File: config.mk
export PLATFORM = sky130hd
export DESIGN_NAME = rtcc_core
export DESIGN_NICKNAME = d
export VERILOG_FILES = /design/src/rtl/rtcc_pkg.sv /design/src/rtl/rtcc_bcd_step.sv /design/src/rtl/rtcc_core.sv
export SDC_FILE = /design/constraint.sdc
export NUM_CORES = 1
export LEC_CHECK = 0
export BUFFER_PORTS_ARGS = -buffer_cell sky130_fd_sc_hd__buf_4
export CAP_MARGIN = 20
export CORE_ASPECT_RATIO = 1.25
export CORE_MARGIN = 2
export CORE_UTILIZATION = 65
export DETAILED_ROUTE_END_ITERATION = 12
export PLACE_DENSITY_LB_ADDON = 0.12
export SETUP_SLACK_MARGIN = 0.15
export SYNTH_ARGS = -nofsm -noshare
export SYNTH_HDL_FRONTEND = slang
export SYNTH_HIERARCHICAL = 1
export SYNTH_SLANG_ARGS = --single-unit
export TNS_END_PERCENT = 10
File: constraint.sdc
create_clock -name mclk -period 3.1 [get_ports mclk]
set_input_delay 0.775 -clock mclk [delete_from_list [all_inputs] [get_ports mclk]]
set_output_delay 0.775 -clock mclk [all_outputs]
set_load 0.005 [all_outputs]
File: src/rtl/rtcc_pkg.sv
// rtcc_pkg: register map, reset values, field layouts and divider taps
// for the serial real-time clock/calendar core.
// Assumes a 32.768 kHz crystal level sampled in the mclk domain.
package rtcc_pkg;

    // Register addresses.
    localparam logic [3:0] ADDR_MAIN_CTRL  = 4'h0;
    localparam logic [3:0] ADDR_FLAG_CTRL  = 4'h1;
    localparam logic [3:0] ADDR_SECONDS    = 4'h2;
    localparam logic [3:0] ADDR_HOURS      = 4'h4;
    localparam logic [3:0] ADDR_YEARS      = 4'h8;
    localparam logic [3:0] ADDR_ALM_MIN    = 4'h9;
    localparam logic [3:0] ADDR_ALM_HOUR   = 4'ha;
    localparam logic [3:0] ADDR_ALM_DAY    = 4'hb;
    localparam logic [3:0] ADDR_ALM_WDAY   = 4'hc;
    localparam logic [3:0] ADDR_CLKO_SEL   = 4'hd;
    localparam logic [3:0] ADDR_TMR_SETUP  = 4'he;
    localparam logic [3:0] ADDR_TMR_COUNT  = 4'hf;
    localparam int         REG_COUNT       = 16;
    localparam int         TIME_FIELDS     = 7;

    // Implemented bits per register, address 15 first.
    localparam logic [15:0][7:0] REG_MASK = {
        8'hff, 8'h83, 8'h07, 8'h87, 8'hbf, 8'hbf, 8'hff, 8'hff,
        8'h1f, 8'h07, 8'h3f, 8'h3f, 8'h7f, 8'hff, 8'hff, 8'hac};
    // Reset values per register, address 15 first.
    localparam logic [15:0][7:0] REG_RST = {
        8'h00, 8'h03, 8'h00, 8'h80, 8'h80, 8'h80, 8'h80, 8'h00,
        8'h01, 8'h00, 8'h01, 8'h00, 8'h00, 8'h80, 8'h00, 8'h08};

    // Counting field limits for seconds .. years, years first.
    localparam logic [6:0][7:0] FIELD_MAX = {
        8'h99, 8'h12, 8'h06, 8'h31, 8'h23, 8'h59, 8'h59};
    localparam logic [6:0][7:0] FIELD_MIN = {
        8'h00, 8'h01, 8'h00, 8'h01, 8'h00, 8'h00, 8'h00};
    localparam logic [6:0][7:0] FIELD_MSK = {
        8'hff, 8'h1f, 8'h07, 8'h3f, 8'h3f, 8'h7f, 8'h7f};

    // Hour limits and field in 12-hour format.
    localparam logic [7:0] HR12_MSK = 8'h1f;
    localparam logic [7:0] HR12_MAX = 8'h12;
    localparam logic [7:0] HR12_MIN = 8'h01;
    localparam logic [7:0] HR12_ELEVEN = 8'h11;

    // Month lengths and calendar codes in BCD.
    localparam logic [7:0] DAYS_28 = 8'h28;
    localparam logic [7:0] DAYS_29 = 8'h29;
    localparam logic [7:0] DAYS_30 = 8'h30;
    localparam logic [7:0] DAYS_31 = 8'h31;
    localparam logic [7:0] MON_FEB = 8'h02;
    localparam logic [7:0] MON_APR = 8'h04;
    localparam logic [7:0] MON_JUN = 8'h06;
    localparam logic [7:0] MON_SEP = 8'h09;
    localparam logic [7:0] MON_NOV = 8'h11;
    localparam logic [3:0] BCD_NINE = 4'h9;

    // Bit positions.
    localparam int C1_STOP = 5;
    localparam int C1_H12  = 2;
    localparam int C2_MI   = 7;
    localparam int C2_SI   = 6;
    localparam int C2_MSF  = 5;
    localparam int C2_AF   = 3;
    localparam int C2_TF   = 2;
    localparam int C2_AIE  = 1;
    localparam int C2_TIE  = 0;
    localparam int RF_BIT  = 7;
    localparam int AMPM_BIT = 5;
    localparam int AEN_BIT = 7;
    localparam int TE_BIT  = 7;
    localparam int CMD_RD_BIT = 7;

    // Crystal divider: 32768 edges give one second.
    localparam int XTAL_DIV_W = 15;
    localparam logic [14:0] PRE_M_4096 = 15'h0007;
    localparam logic [14:0] PRE_M_64   = 15'h01ff;
    localparam logic [14:0] PRE_M_1HZ  = 15'h7fff;

    // Divider taps for the clock output selections.
    localparam int TAP_16K = 0;
    localparam int TAP_8K  = 1;
    localparam int TAP_4K  = 2;
    localparam int TAP_1K  = 4;
    localparam int TAP_32  = 9;
    localparam int TAP_1HZ = 14;

    // Clock output and timer source codes.
    localparam logic [2:0] COF_32K = 3'h0;
    localparam logic [2:0] COF_16K = 3'h1;
    localparam logic [2:0] COF_8K  = 3'h2;
    localparam logic [2:0] COF_4K  = 3'h3;
    localparam logic [2:0] COF_1K  = 3'h4;
    localparam logic [2:0] COF_32  = 3'h5;
    localparam logic [2:0] COF_1HZ = 3'h6;
    localparam logic [1:0] SRC_4096 = 2'h0;
    localparam logic [1:0] SRC_64   = 2'h1;
    localparam logic [1:0] SRC_1HZ  = 2'h2;
    localparam logic [7:0] TMR_ONE  = 8'h01;
    localparam logic [7:0] BYTE_ZERO = 8'h00;
    localparam logic [2:0] BIT_LAST = 3'h7;

    // Serial port phases.
    typedef enum logic [1:0] {
        RTCC_CMD,
        RTCC_WRITE,
        RTCC_READ
    } rtcc_phase_t;

endpackage

File: src/rtl/rtcc_bcd_step.sv
// rtcc_bcd_step: next value of one BCD calendar field.
// Assumes the caller masks flag bits off the field before use.
`timescale 1ns/1ps

module rtcc_bcd_step
    import rtcc_pkg::*;
(
    input  wire logic [7:0] value,
    input  wire logic [7:0] max_val,
    input  wire logic [7:0] min_val,
    output logic      [7:0] next_value,
    output logic            at_max
);

    // Greater-or-equal lets an out-of-range write recover on its own.
    assign at_max = (value >= max_val);

    // Wrap to the minimum, carry into tens, or add one to the units.
    always_comb begin
        if (at_max) begin
            next_value = min_val;
        end else if (value[3:0] >= BCD_NINE) begin
            next_value = {4'(value[7:4] + 4'h1), 4'h0};
        end else begin
            next_value = 8'(value + 8'h01);
        end
    end

endmodule

File: src/rtl/rtcc_core.sv
// rtcc_core: real-time clock/calendar with a three-wire serial port.
// Assumes crystal_in and the serial pins are slow next to mclk and are
// already synchronous to it; open-drain pins are resolved outside.
`timescale 1ns/1ps

// Overview of operation
// - Sixteen byte registers, auto-incrementing pointer.
// - Addresses 00h, 01h are control registers.
// - Addresses 02h-08h hold seconds through years.
// - Time counters count in BCD.
// - Counters freeze while being read.
// - Addresses 09h-0Ch hold alarm match settings.
// - Address 0Dh selects open-drain clock output.
// - Addresses 0Eh, 0Fh run countdown, four sources.
// - Per-second and per-minute interrupts, enabled in 01h.
// - Crystal divider makes the one-second tick.
// - Interrupt line is active-low open-drain.
// - Read data leaves on push-pull serial_out.
// - Serial pins ignored while chip_select low.
// - Data pins may be tied into one line.
// - Every reset sets reset_flag in seconds.
// - Serial state restarts while chip_select low.
// - Unimplemented bits read back as zero.
// - Hours start in 24-hour format.
module rtcc_core
    import rtcc_pkg::*;
(
    input  wire logic mclk,
    input  wire logic reset_n,
    input  wire logic crystal_in,
    input  wire logic chip_select,
    input  wire logic bit_clock_in,
    input  wire logic serial_in,
    output logic      serial_out,
    output logic      serial_out_oe,
    output logic      irq_line_n_o,
    output logic      irq_line_n_oe,
    output logic      tick_output_pin_o,
    output logic      tick_output_pin_oe
);

    // Register file, one byte per address.
    logic [7:0]            regs [REG_COUNT];
    // Countdown value reloaded after each underflow.
    logic [7:0]            tmr_reload;

    // Serial port state.
    rtcc_phase_t           phase;
    logic [2:0]            bit_cnt;     // Bits taken in this byte.
    logic [6:0]            shift_in;    // Bits gathered so far.
    logic [3:0]            ptr;         // Register pointer.
    logic [7:0]            tx;          // Outgoing read byte.
    logic                  sclk_d;      // Bit clock one cycle ago.
    logic                  sclk_rise;
    logic                  sclk_fall;
    logic [7:0]            rx_byte;
    logic                  byte_done;
    logic                  wr_en;
    logic [3:0]            load_addr;

    // Timebase state.
    logic                  xtal_d;      // Crystal level one cycle ago.
    logic                  xtal_edge;
    logic [XTAL_DIV_W-1:0] pre;         // Crystal divider.
    logic                  sec_tick;
    logic                  sec_pend;    // Second waiting to be counted.
    logic                  hold;        // Counters frozen for a read.
    logic                  stop;
    logic                  h12;

    // Calendar stepping.
    logic [6:0]            adv;         // Field advances this cycle.
    logic [6:0]            wrap;        // Field at its maximum.
    logic [7:0]            f_val [TIME_FIELDS];
    logic [7:0]            f_nxt [TIME_FIELDS];
    logic [7:0]            f_max [TIME_FIELDS];
    logic [7:0]            f_min [TIME_FIELDS];
    logic [7:0]            f_msk [TIME_FIELDS];
    logic                  day_roll;

    // Alarm, timer and output state.
    logic                  alarm_hit;
    logic                  alarm_d;     // Alarm match one cycle ago.
    logic                  tmr_src;
    logic                  tmr_fire;
    logic                  clko_level;
    logic                  irq_active;

    assign stop = regs[ADDR_MAIN_CTRL][C1_STOP];
    assign h12  = regs[ADDR_MAIN_CTRL][C1_H12];

    // Serial input decode; every edge is gated by chip_select so a
    // floating bus outside a transfer never moves anything.
    assign sclk_rise = chip_select & bit_clock_in & ~sclk_d;
    assign sclk_fall = chip_select & ~bit_clock_in & sclk_d;
    assign rx_byte   = {shift_in, serial_in};
    assign byte_done = sclk_rise & (bit_cnt == BIT_LAST);
    assign wr_en     = byte_done & (phase == RTCC_WRITE);
    // Next register to present: the command's start or the next one.
    assign load_addr = (phase == RTCC_CMD) ? rx_byte[3:0]
                                           : 4'(ptr + 4'h1);

    // The bit clock is sampled every cycle; only gated edges count.
    always_ff @(posedge mclk or negedge reset_n) begin
        if (!reset_n) begin
            sclk_d <= 1'b0;
        end else begin
            sclk_d <= bit_clock_in;
        end
    end

    // Command and data byte framing, bits taken on rising edges.
    always_ff @(posedge mclk or negedge reset_n) begin
        if (!reset_n) begin
            phase    <= RTCC_CMD;
            bit_cnt  <= 3'h0;
            shift_in <= 7'h00;
            ptr      <= 4'h0;
        end else if (!chip_select) begin
            // Any partial command is dropped between transfers.
            phase   <= RTCC_CMD;
            bit_cnt <= 3'h0;
        end else if (sclk_rise) begin
            bit_cnt  <= 3'(bit_cnt + 3'h1);
            shift_in <= rx_byte[6:0];
            if (bit_cnt == BIT_LAST) begin
                case (phase)
                    RTCC_CMD: begin
                        // Direction bit, then start address.
                        phase <= rx_byte[CMD_RD_BIT] ? RTCC_READ
                                                     : RTCC_WRITE;
                        ptr   <= rx_byte[3:0];
                    end
                    RTCC_WRITE, RTCC_READ: begin
                        ptr <= 4'(ptr + 4'h1);
                    end
                    default: begin
                        phase <= RTCC_CMD;
                    end
                endcase
            end
        end
    end

    // Read byte loads at each byte end and shifts out on falling edges,
    // except the falling edge right after a load, which would lose the
    // first bit before the host has sampled it.
    always_ff @(posedge mclk or negedge reset_n) begin
        if (!reset_n) begin
            tx <= BYTE_ZERO;
        end else if (byte_done) begin
            tx <= regs[load_addr];
        end else if (sclk_fall && bit_cnt != 3'h0) begin
            tx <= {tx[6:0], 1'b0};
        end
    end

    // Push-pull data out, enabled only in the read phase so that the
    // host may join serial_in and serial_out into one wire.
    assign serial_out    = tx[7];
    assign serial_out_oe = chip_select & (phase == RTCC_READ);

    // Counters are held from the end of a read command until deselect.
    assign hold = chip_select & (phase == RTCC_READ);

    // Crystal divider; stopping the clock also clears the divider so a
    // restart begins a full second later.
    assign xtal_edge = crystal_in & ~xtal_d;
    assign sec_tick  = xtal_edge & (pre == PRE_M_1HZ);

    always_ff @(posedge mclk or negedge reset_n) begin
        if (!reset_n) begin
            xtal_d <= 1'b0;
            pre    <= '0;
        end else begin
            xtal_d <= crystal_in;
            if (stop) begin
                pre <= '0;
            end else if (xtal_edge) begin
                pre <= XTAL_DIV_W'(pre + 1'b1);
            end
        end
    end

    // A second that lands during a read waits here; only one can wait,
    // so a read held open longer than a second loses time.
    always_ff @(posedge mclk or negedge reset_n) begin
        if (!reset_n) begin
            sec_pend <= 1'b0;
        end else if (sec_tick && !stop) begin
            sec_pend <= 1'b1;
        end else if (!hold) begin
            sec_pend <= 1'b0;
        end
    end

    // Days in the current month; leap years are multiples of four.
    function automatic logic [7:0] month_days(input logic [7:0] mon,
                                              input logic [7:0] yr);
        logic leap;
        leap = yr[4] ? (yr[1:0] == 2'h2) : (yr[1:0] == 2'h0);
        if (mon == MON_FEB) begin
            month_days = leap ? DAYS_29 : DAYS_28;
        end else if (mon == MON_APR || mon == MON_JUN ||
                     mon == MON_SEP || mon == MON_NOV) begin
            month_days = DAYS_30;
        end else begin
            month_days = DAYS_31;
        end
    endfunction

    // Field limits; hours and days depend on format and calendar.
    always_comb begin
        for (int i = 0; i < TIME_FIELDS; i++) begin
            f_max[i] = FIELD_MAX[i];
            f_min[i] = FIELD_MIN[i];
            f_msk[i] = FIELD_MSK[i];
        end
        if (h12) begin
            f_max[2] = HR12_MAX;
            f_min[2] = HR12_MIN;
            f_msk[2] = HR12_MSK;
        end
        f_max[3] = month_days(f_val[5], f_val[6]);
    end

    // One BCD stepper for each calendar field.
    for (genvar i = 0; i < TIME_FIELDS; i++) begin : g_field
        assign f_val[i] = regs[int'(ADDR_SECONDS) + i] & f_msk[i];
        rtcc_bcd_step u_step (
            .value      (f_val[i]),
            .max_val    (f_max[i]),
            .min_val    (f_min[i]),
            .next_value (f_nxt[i]),
            .at_max     (wrap[i])
        );
    end

    // Carry chain from seconds up to years; weekday moves with days.
    assign day_roll = h12 ? (adv[2] && f_val[2] == HR12_ELEVEN &&
                             regs[ADDR_HOURS][AMPM_BIT])
                          : (adv[2] & wrap[2]);
    assign adv[0] = sec_pend & ~hold;
    assign adv[1] = adv[0] & wrap[0];
    assign adv[2] = adv[1] & wrap[1];
    assign adv[3] = day_roll;
    assign adv[4] = day_roll;
    assign adv[5] = day_roll & wrap[3];
    assign adv[6] = adv[5] & wrap[5];

    // A disabled alarm field (enable bit high) always matches; with all
    // fields disabled the alarm never fires.
    always_comb begin
        alarm_hit = ~(regs[ADDR_ALM_MIN][AEN_BIT] &
                      regs[ADDR_ALM_HOUR][AEN_BIT] &
                      regs[ADDR_ALM_DAY][AEN_BIT] &
                      regs[ADDR_ALM_WDAY][AEN_BIT]);
        for (int i = 0; i < 4; i++) begin
            if (!regs[int'(ADDR_ALM_MIN) + i][AEN_BIT] &&
                (regs[int'(ADDR_ALM_MIN) + i] & f_msk[i + 1]) !=
                f_val[i + 1]) begin
                alarm_hit = 1'b0;
            end
        end
    end

    always_ff @(posedge mclk or negedge reset_n) begin
        if (!reset_n) begin
            alarm_d <= 1'b0;
        end else begin
            alarm_d <= alarm_hit;
        end
    end

    // Countdown source: 4096 Hz, 64 Hz, 1 Hz or one per minute.
    always_comb begin
        case (regs[ADDR_TMR_SETUP][1:0])
            SRC_4096: tmr_src = xtal_edge &&
                                (pre & PRE_M_4096) == PRE_M_4096;
            SRC_64:   tmr_src = xtal_edge &&
                                (pre & PRE_M_64) == PRE_M_64;
            SRC_1HZ:  tmr_src = sec_tick;
            default:  tmr_src = adv[1];
        endcase
    end
    assign tmr_fire = regs[ADDR_TMR_SETUP][TE_BIT] & tmr_src;

    // Reload value follows every host write of the count register.
    always_ff @(posedge mclk or negedge reset_n) begin
        if (!reset_n) begin
            tmr_reload <= REG_RST[ADDR_TMR_COUNT];
        end else if (wr_en && ptr == ADDR_TMR_COUNT) begin
            tmr_reload <= rx_byte;
        end
    end

    // Register file. Order matters: counting first, then a host write
    // (so software time wins over a tick), then flag sets (so an event
    // in the cycle of its clear is kept).
    always_ff @(posedge mclk or negedge reset_n) begin
        if (!reset_n) begin
            for (int a = 0; a < REG_COUNT; a++) begin
                // Reset value carries reset_flag and 24-hour mode.
                regs[a] <= REG_RST[a];
            end
        end else begin
            for (int i = 0; i < TIME_FIELDS; i++) begin
                if (adv[i]) begin
                    // Flag bits beside the field are kept.
                    regs[int'(ADDR_SECONDS) + i] <=
                        (regs[int'(ADDR_SECONDS) + i] & ~f_msk[i]) |
                        f_nxt[i];
                end
            end
            if (h12 && adv[2] && f_val[2] == HR12_ELEVEN) begin
                regs[ADDR_HOURS][AMPM_BIT] <=
                    ~regs[ADDR_HOURS][AMPM_BIT];
            end
            if (tmr_fire) begin
                if (regs[ADDR_TMR_COUNT] == TMR_ONE) begin
                    regs[ADDR_TMR_COUNT] <= tmr_reload;
                end else if (regs[ADDR_TMR_COUNT] != BYTE_ZERO) begin
                    regs[ADDR_TMR_COUNT] <=
                        8'(regs[ADDR_TMR_COUNT] - TMR_ONE);
                end
            end
            if (wr_en) begin
                regs[ptr] <= rx_byte & REG_MASK[ptr];
            end
            if ((adv[0] && regs[ADDR_FLAG_CTRL][C2_SI]) ||
                (adv[1] && regs[ADDR_FLAG_CTRL][C2_MI])) begin
                regs[ADDR_FLAG_CTRL][C2_MSF] <= 1'b1;
            end
            if (alarm_hit && !alarm_d) begin
                regs[ADDR_FLAG_CTRL][C2_AF] <= 1'b1;
            end
            if (tmr_fire && regs[ADDR_TMR_COUNT] == TMR_ONE) begin
                regs[ADDR_FLAG_CTRL][C2_TF] <= 1'b1;
            end
        end
    end

    // Interrupt: a raised flag whose source is enabled pulls low.
    assign irq_active =
        (regs[ADDR_FLAG_CTRL][C2_MSF] &
         (regs[ADDR_FLAG_CTRL][C2_SI] | regs[ADDR_FLAG_CTRL][C2_MI])) |
        (regs[ADDR_FLAG_CTRL][C2_AF] & regs[ADDR_FLAG_CTRL][C2_AIE]) |
        (regs[ADDR_FLAG_CTRL][C2_TF] & regs[ADDR_FLAG_CTRL][C2_TIE]);
    assign irq_line_n_o  = 1'b0;
    assign irq_line_n_oe = irq_active;

    // Clock output selection; code 7 leaves the pin released.
    always_comb begin
        case (regs[ADDR_CLKO_SEL][2:0])
            COF_32K: clko_level = xtal_d;
            COF_16K: clko_level = pre[TAP_16K];
            COF_8K:  clko_level = pre[TAP_8K];
            COF_4K:  clko_level = pre[TAP_4K];
            COF_1K:  clko_level = pre[TAP_1K];
            COF_32:  clko_level = pre[TAP_32];
            COF_1HZ: clko_level = pre[TAP_1HZ];
            default: clko_level = 1'b1;
        endcase
    end

    // Open drain: only the low half of the wave is driven.
    assign tick_output_pin_o  = 1'b0;
    assign tick_output_pin_oe = ~clko_level;

endmodule

---- Yosys cells after proc, flatten, opt, wreduce, memory -nomap -nowiden ----
Memory sizes are Yosys's and may differ from the RTL's.
Index checks and enable logic that the tools add are counted.
word-level totals
  bits in registers ....................... 179
  ROM bits ................................ 128
  input bits .............................. 6
  output and inout port bits .............. 6
  logic and storage cells ................. 251
  memories kept ........................... 1
memories
  name              words  bits a word  read ports  clocked after memory_dff  write ports  line              source
  (name not given)  16     8            1           0                         0            rtcc_core.sv:328  regs[ptr] <= rx_byte & REG_MASK[ptr];
cells by class
  add/sub/neg operators ................... 17
  magnitude comparators ................... 18
  equal/unequal tests ..................... 31
  multiplexer cells ....................... 65
  bitwise gates (word level) .............. 45
  reduce and logical (&&, ||, !) cells .... 44
operators by type and width
  operator                                                          number
  8-bit two-way mux                                                 30
  128-bit bitwise mux                                               1
  118-bit two-way mux                                               1
  8-bit bitwise OR                                                  6
  8-bit bitwise AND                                                 4
  8-bit binary-select mux with 4-bit select                         1
  8-bit demux with 4-bit select                                     1
  15-bit two-way mux                                                2
  4-bit >= comparator (second input constant)                       6
  1-bit bitwise AND                                                 22
  1-bit logical AND                                                 18
  7-bit by 1-bit adder with 8-bit output (second input constant)    2
  8-bit by 1-bit adder with 8-bit output (second input constant)    2
  15-bit by 1-bit adder with 15-bit output (second input constant)  1
  15-bit == test (second input constant)                            1
  3-bit == test (second input constant)                             5
  5-bit >= comparator (second input constant)                       3
  1-bit two-way mux                                                 15
  7-bit >= comparator (second input constant)                       2
  3-bit by 1-bit adder with 4-bit output (second input constant)    3
  4-bit by 1-bit adder with 4-bit output (second input constant)    3
  6-bit two-way mux                                                 2
  2-bit nonzero test                                                6
  5-bit by 3-bit == test with 1-bit output (second input constant)  2
  52 further kinds                                                  81

---- Longest topological paths before layout ----
  word-level depth ........................ 15
  gate-level depth with buffers ........... 14
  depth with buffers taken out ............ 13

---- Hierarchy ----
Netlist, hierarchy kept.
modules (own cells, without submodules)
  module         times used  cells each  area an instance (um^2)  sequential area each (um^2)
  rtcc_core      1           1,209       10,437.5                 4,491.8
  rtcc_bcd_step  7           62          545.5                    0.0

---- Least setup slack after synthesis ----
No wires, ideal clock.
  kind .................................... register -> register
  from .................................... reg regs (netlist bit f_val[4])
  to ...................................... reg regs (netlist bit f_val[5])
  library setup time ...................... 0.142 ns
  data arrival time ....................... 2.747 ns
  data required time ...................... 2.958 ns
  slack ................................... 0.211 ns
  cell stages (with the launch flop) ...... 15
  path buffers ............................ 2
  period minus slack after synthesis ...... 2.889 ns
  cell sequence ........................... dfrtp_1 > xor2_1 > o21ai_0 > a2111oi_0 > a21oi_1 > ha_1 > nand2b_4 > a2111oi_4 > o31a_1 > buf_6 > inv_1 > and3_1 > clkbuf_1 > a21oi_1 > a22oi_1
RTL lines
  item                              line              source
  start: declaration                rtcc_core.sv:43   logic [7:0] regs [REG_COUNT];
  start signal: indexed assignment  rtcc_core.sv:304  regs[a] <= REG_RST[a];
  start signal: indexed assignment  rtcc_core.sv:310  regs[int'(ADDR_SECONDS) + i] <=
  start signal: indexed assignment  rtcc_core.sv:316  regs[ADDR_HOURS][AMPM_BIT] <=

---- Worst setup path after layout ----
  from .................................... reg regs (netlist bit f_val[48])
  to ...................................... reg regs[0] (netlist bit)
between the ends
  longest elaborated chain between the ends .. 7
ends and longest elaborated chain
  item                                     line                 source
  7-bit >= comparator *                    rtcc_bcd_step.sv:16  assign at_max = (value >= max_val);
  named net wrap[0]                        rtcc_core.sv:73      logic [6:0] wrap;
  1-bit bitwise AND *                      rtcc_core.sv:244     assign adv[1] = adv[0] & wrap[0];
  1-bit one-hot mux with 3 select lines *  rtcc_core.sv:277     case (regs[ADDR_TMR_SETUP][1:0])
  1-bit bitwise AND *                      rtcc_core.sv:286     assign tmr_fire = regs[ADDR_TMR_SETUP][TE_BIT] & tmr_src;
  8-bit two-way mux *                      rtcc_core.sv:319     if (tmr_fire) begin
  128-bit bitwise mux                      rtcc_core.sv:328
  118-bit two-way mux *                    rtcc_core.sv:327     if (wr_en) begin
The timed path passes the listed nets; every way through them passes the cells marked *. The select of a mux whose other input is x is not followed.
A chain may end at the register's enable or synchronous reset.

==> impl_metrics.tcl <==
set metrics [dict create \
    dr.first_iter.drc_count 1289 \
    io_pins 12 \
    first_pass_iters 5 \
    crit_path_end_kind "flop" \
    io_buffers 9 \
    grt_start_max_net_pins 61 \
    worstMarginPinSlew_ns 0.885 \
    fin_worst_skew_ns 0.0126 \
    cp-start-kind "flop" \
    fillers 1670 \
    synth_warnings 6 \
    post-cts-setup-buffers 0 \
    fin_crit_ns 2.91 \
    slew_headroom 0.409 \
    post_drt_via_cell_ratio 6.23 \
    setup_tns_ns 0 \
    die_y_microns 170 \
    ir_worst_vdd_v 0.000369 \
    drv_cap 0 \
    drive_gt1_frac 0.133 \
    outcome "finished clean" \
    htree_levels 4 \
    drt-total-wl_microns 42900 \
    clock_sinks 179 \
    gp_congestion 1.00 \
    final_nets 1897 \
    via_count 12949 \
    path_class "reg2reg" \
    core_area_sq_mm 0.0215 \
    grt_pass1_wl_microns 68500 \
    wl_per_cell_microns 20.6 \
    cp.arrival_ns 3.23 \
    crit_path_max_fanout 11 \
    rsz0062_at_grt "yes" \
    p_leak_nw 7.60 \
    cts_tree "done" \
    netlist_instances 1641 \
    setup_viol 0 \
    cts_root_buf "clkbuf_16" \
    die_area_sq_mm 0.0231 \
    grt_pass1_vias 12906 \
    path_clk_slew_ns 0.08 \
    drc_errors 0 \
    track_usage 0.386 \
    layout_common_cells "nand2_1, dfrtp_1, conb_1" \
    syn_avg_cell_area_sq_um 8.68 \
    setup_slack_ns 0.191 \
    fmax_ghz 0.344 \
    grt_overflow 0 \
    hold_viol_final 0 \
    dpl_worst_slack_ns 0.191 \
    start_util 0.661 \
    finalPower_mw 5.94 \
    worstPathRequired_ns 3.42 \
    layout_commonest_cell "nand2_1" \
    clkLatencyLatePin_ns 0.45 \
    hold_path_class "in2async" \
    pwr_density_cell_mw_per_mm2 371 \
    clock_path_buffers 2 \
    finalCritPeriodShare 0.938 \
    rows 60 \
    slew_violations 0 \
    netlist_area_sq_mm 0.0142 \
    syn_to_final_growth_pct 12.4 \
    dieWidth_microns 136 \
    antenna_found_initial 1 \
    place_hpwl_microns 31900 \
    ant_nets 0 \
    cts_buffers 17 \
]
[sequential cells by signal, indices dropped and copies added, names as in the netlist]
register    count
regs           91
f_val          36
pre            15
tmr_reload      8
tx              8
shift_in        7
ptr             4
bit_cnt         3
phase           2
alarm_d         1
h12             1
sclk_d          1
sec_pend        1
xtal_d          1
[worst max-delay path, cell delays in order (launching register included)]
cell,delay (ns)
dfrtp_1,0.38
inv_1,0.08
ha_1,0.23
nand2b_4,0.15
a2111oi_4,0.35
o31a_1,0.32
inv_1,0.19
a21boi_0,0.29
a2bb2oi_2,0.29
nor3b_4,0.13
a211oi_1,0.29
a211oi_1,0.09
[layout make-up]
class / instances / area [sq um] / area share
antenna: 1 / 2.50 / 0.000156
multi-input combinational: 1394 / 9450 / 0.590
tap: 279 / 349 / 0.0218
sequential: 179 / 4490 / 0.280
inverter: 113 / 424 / 0.0265
timing repair buffer: 82 / 682 / 0.0426
clock buffer: 17 / 425 / 0.0266
clock inverter: 15 / 193 / 0.0120
[routing by layer]
layer / vias to the layer above / share of wire / global-route usage
met1: 6222 / 0.38 / 0.466
met4: 0 / 0.068 / 0.236
met3: 185 / 0.072 / 0.0570
met5: - / 0 / 0
li1: 5929 / - / -
met2: 613 / 0.48 / 0.645
[path summary, 6_finish.rpt]
path / from / to / slack [ns] / cells past startpoint
hold reg to reg: tmr_reload[4] / tmr_reload[4] / 0.49 / 2
setup reg to reg: f_val[48] / regs[0] / 0.19 / 11
max in group asynchronous: reset_n / regs[123] / 2.00 / 2
setup / recovery: f_val[48] / regs[0] / 0.19 / 11
hold / removal: reset_n / pre[12] / 0.30 / 1
min in group mclk: crystal_in / xtal_d / 0.45 / 1
[power breakdown]
part           leakage (nW)  switching (mW)  internal (mW)
Sequential             2.43           0.101           2.39
Combinational          4.88           0.752          0.434
Clock                 0.295            1.09           1.16
Total                  7.60            1.95           3.99
[repair_timing]
action / 4_1_cts / 5_1_grt
hold buffers: 0 / 0
gates resized for setup: 0 / 9
endpoints found under the setup margin: 0 / 28
[through the flow]
stage | hold slack, ns | cells | instance area (sq um) | utilization
after floorplan | 0.445 | 1785 | 14800 | -
after global placement | 0.458 | 2046 | 15400 | 0.713
after detailed placement | 0.473 | 2047 | 15400 | 0.713
after CTS | 0.316 | 2079 | 16000 | 0.742
after global routing | 0.340 | 2079 | 16000 | 0.743
final | 0.297 | 2080 | 16000 | 0.743
Power figures use the tool's default switching activity.
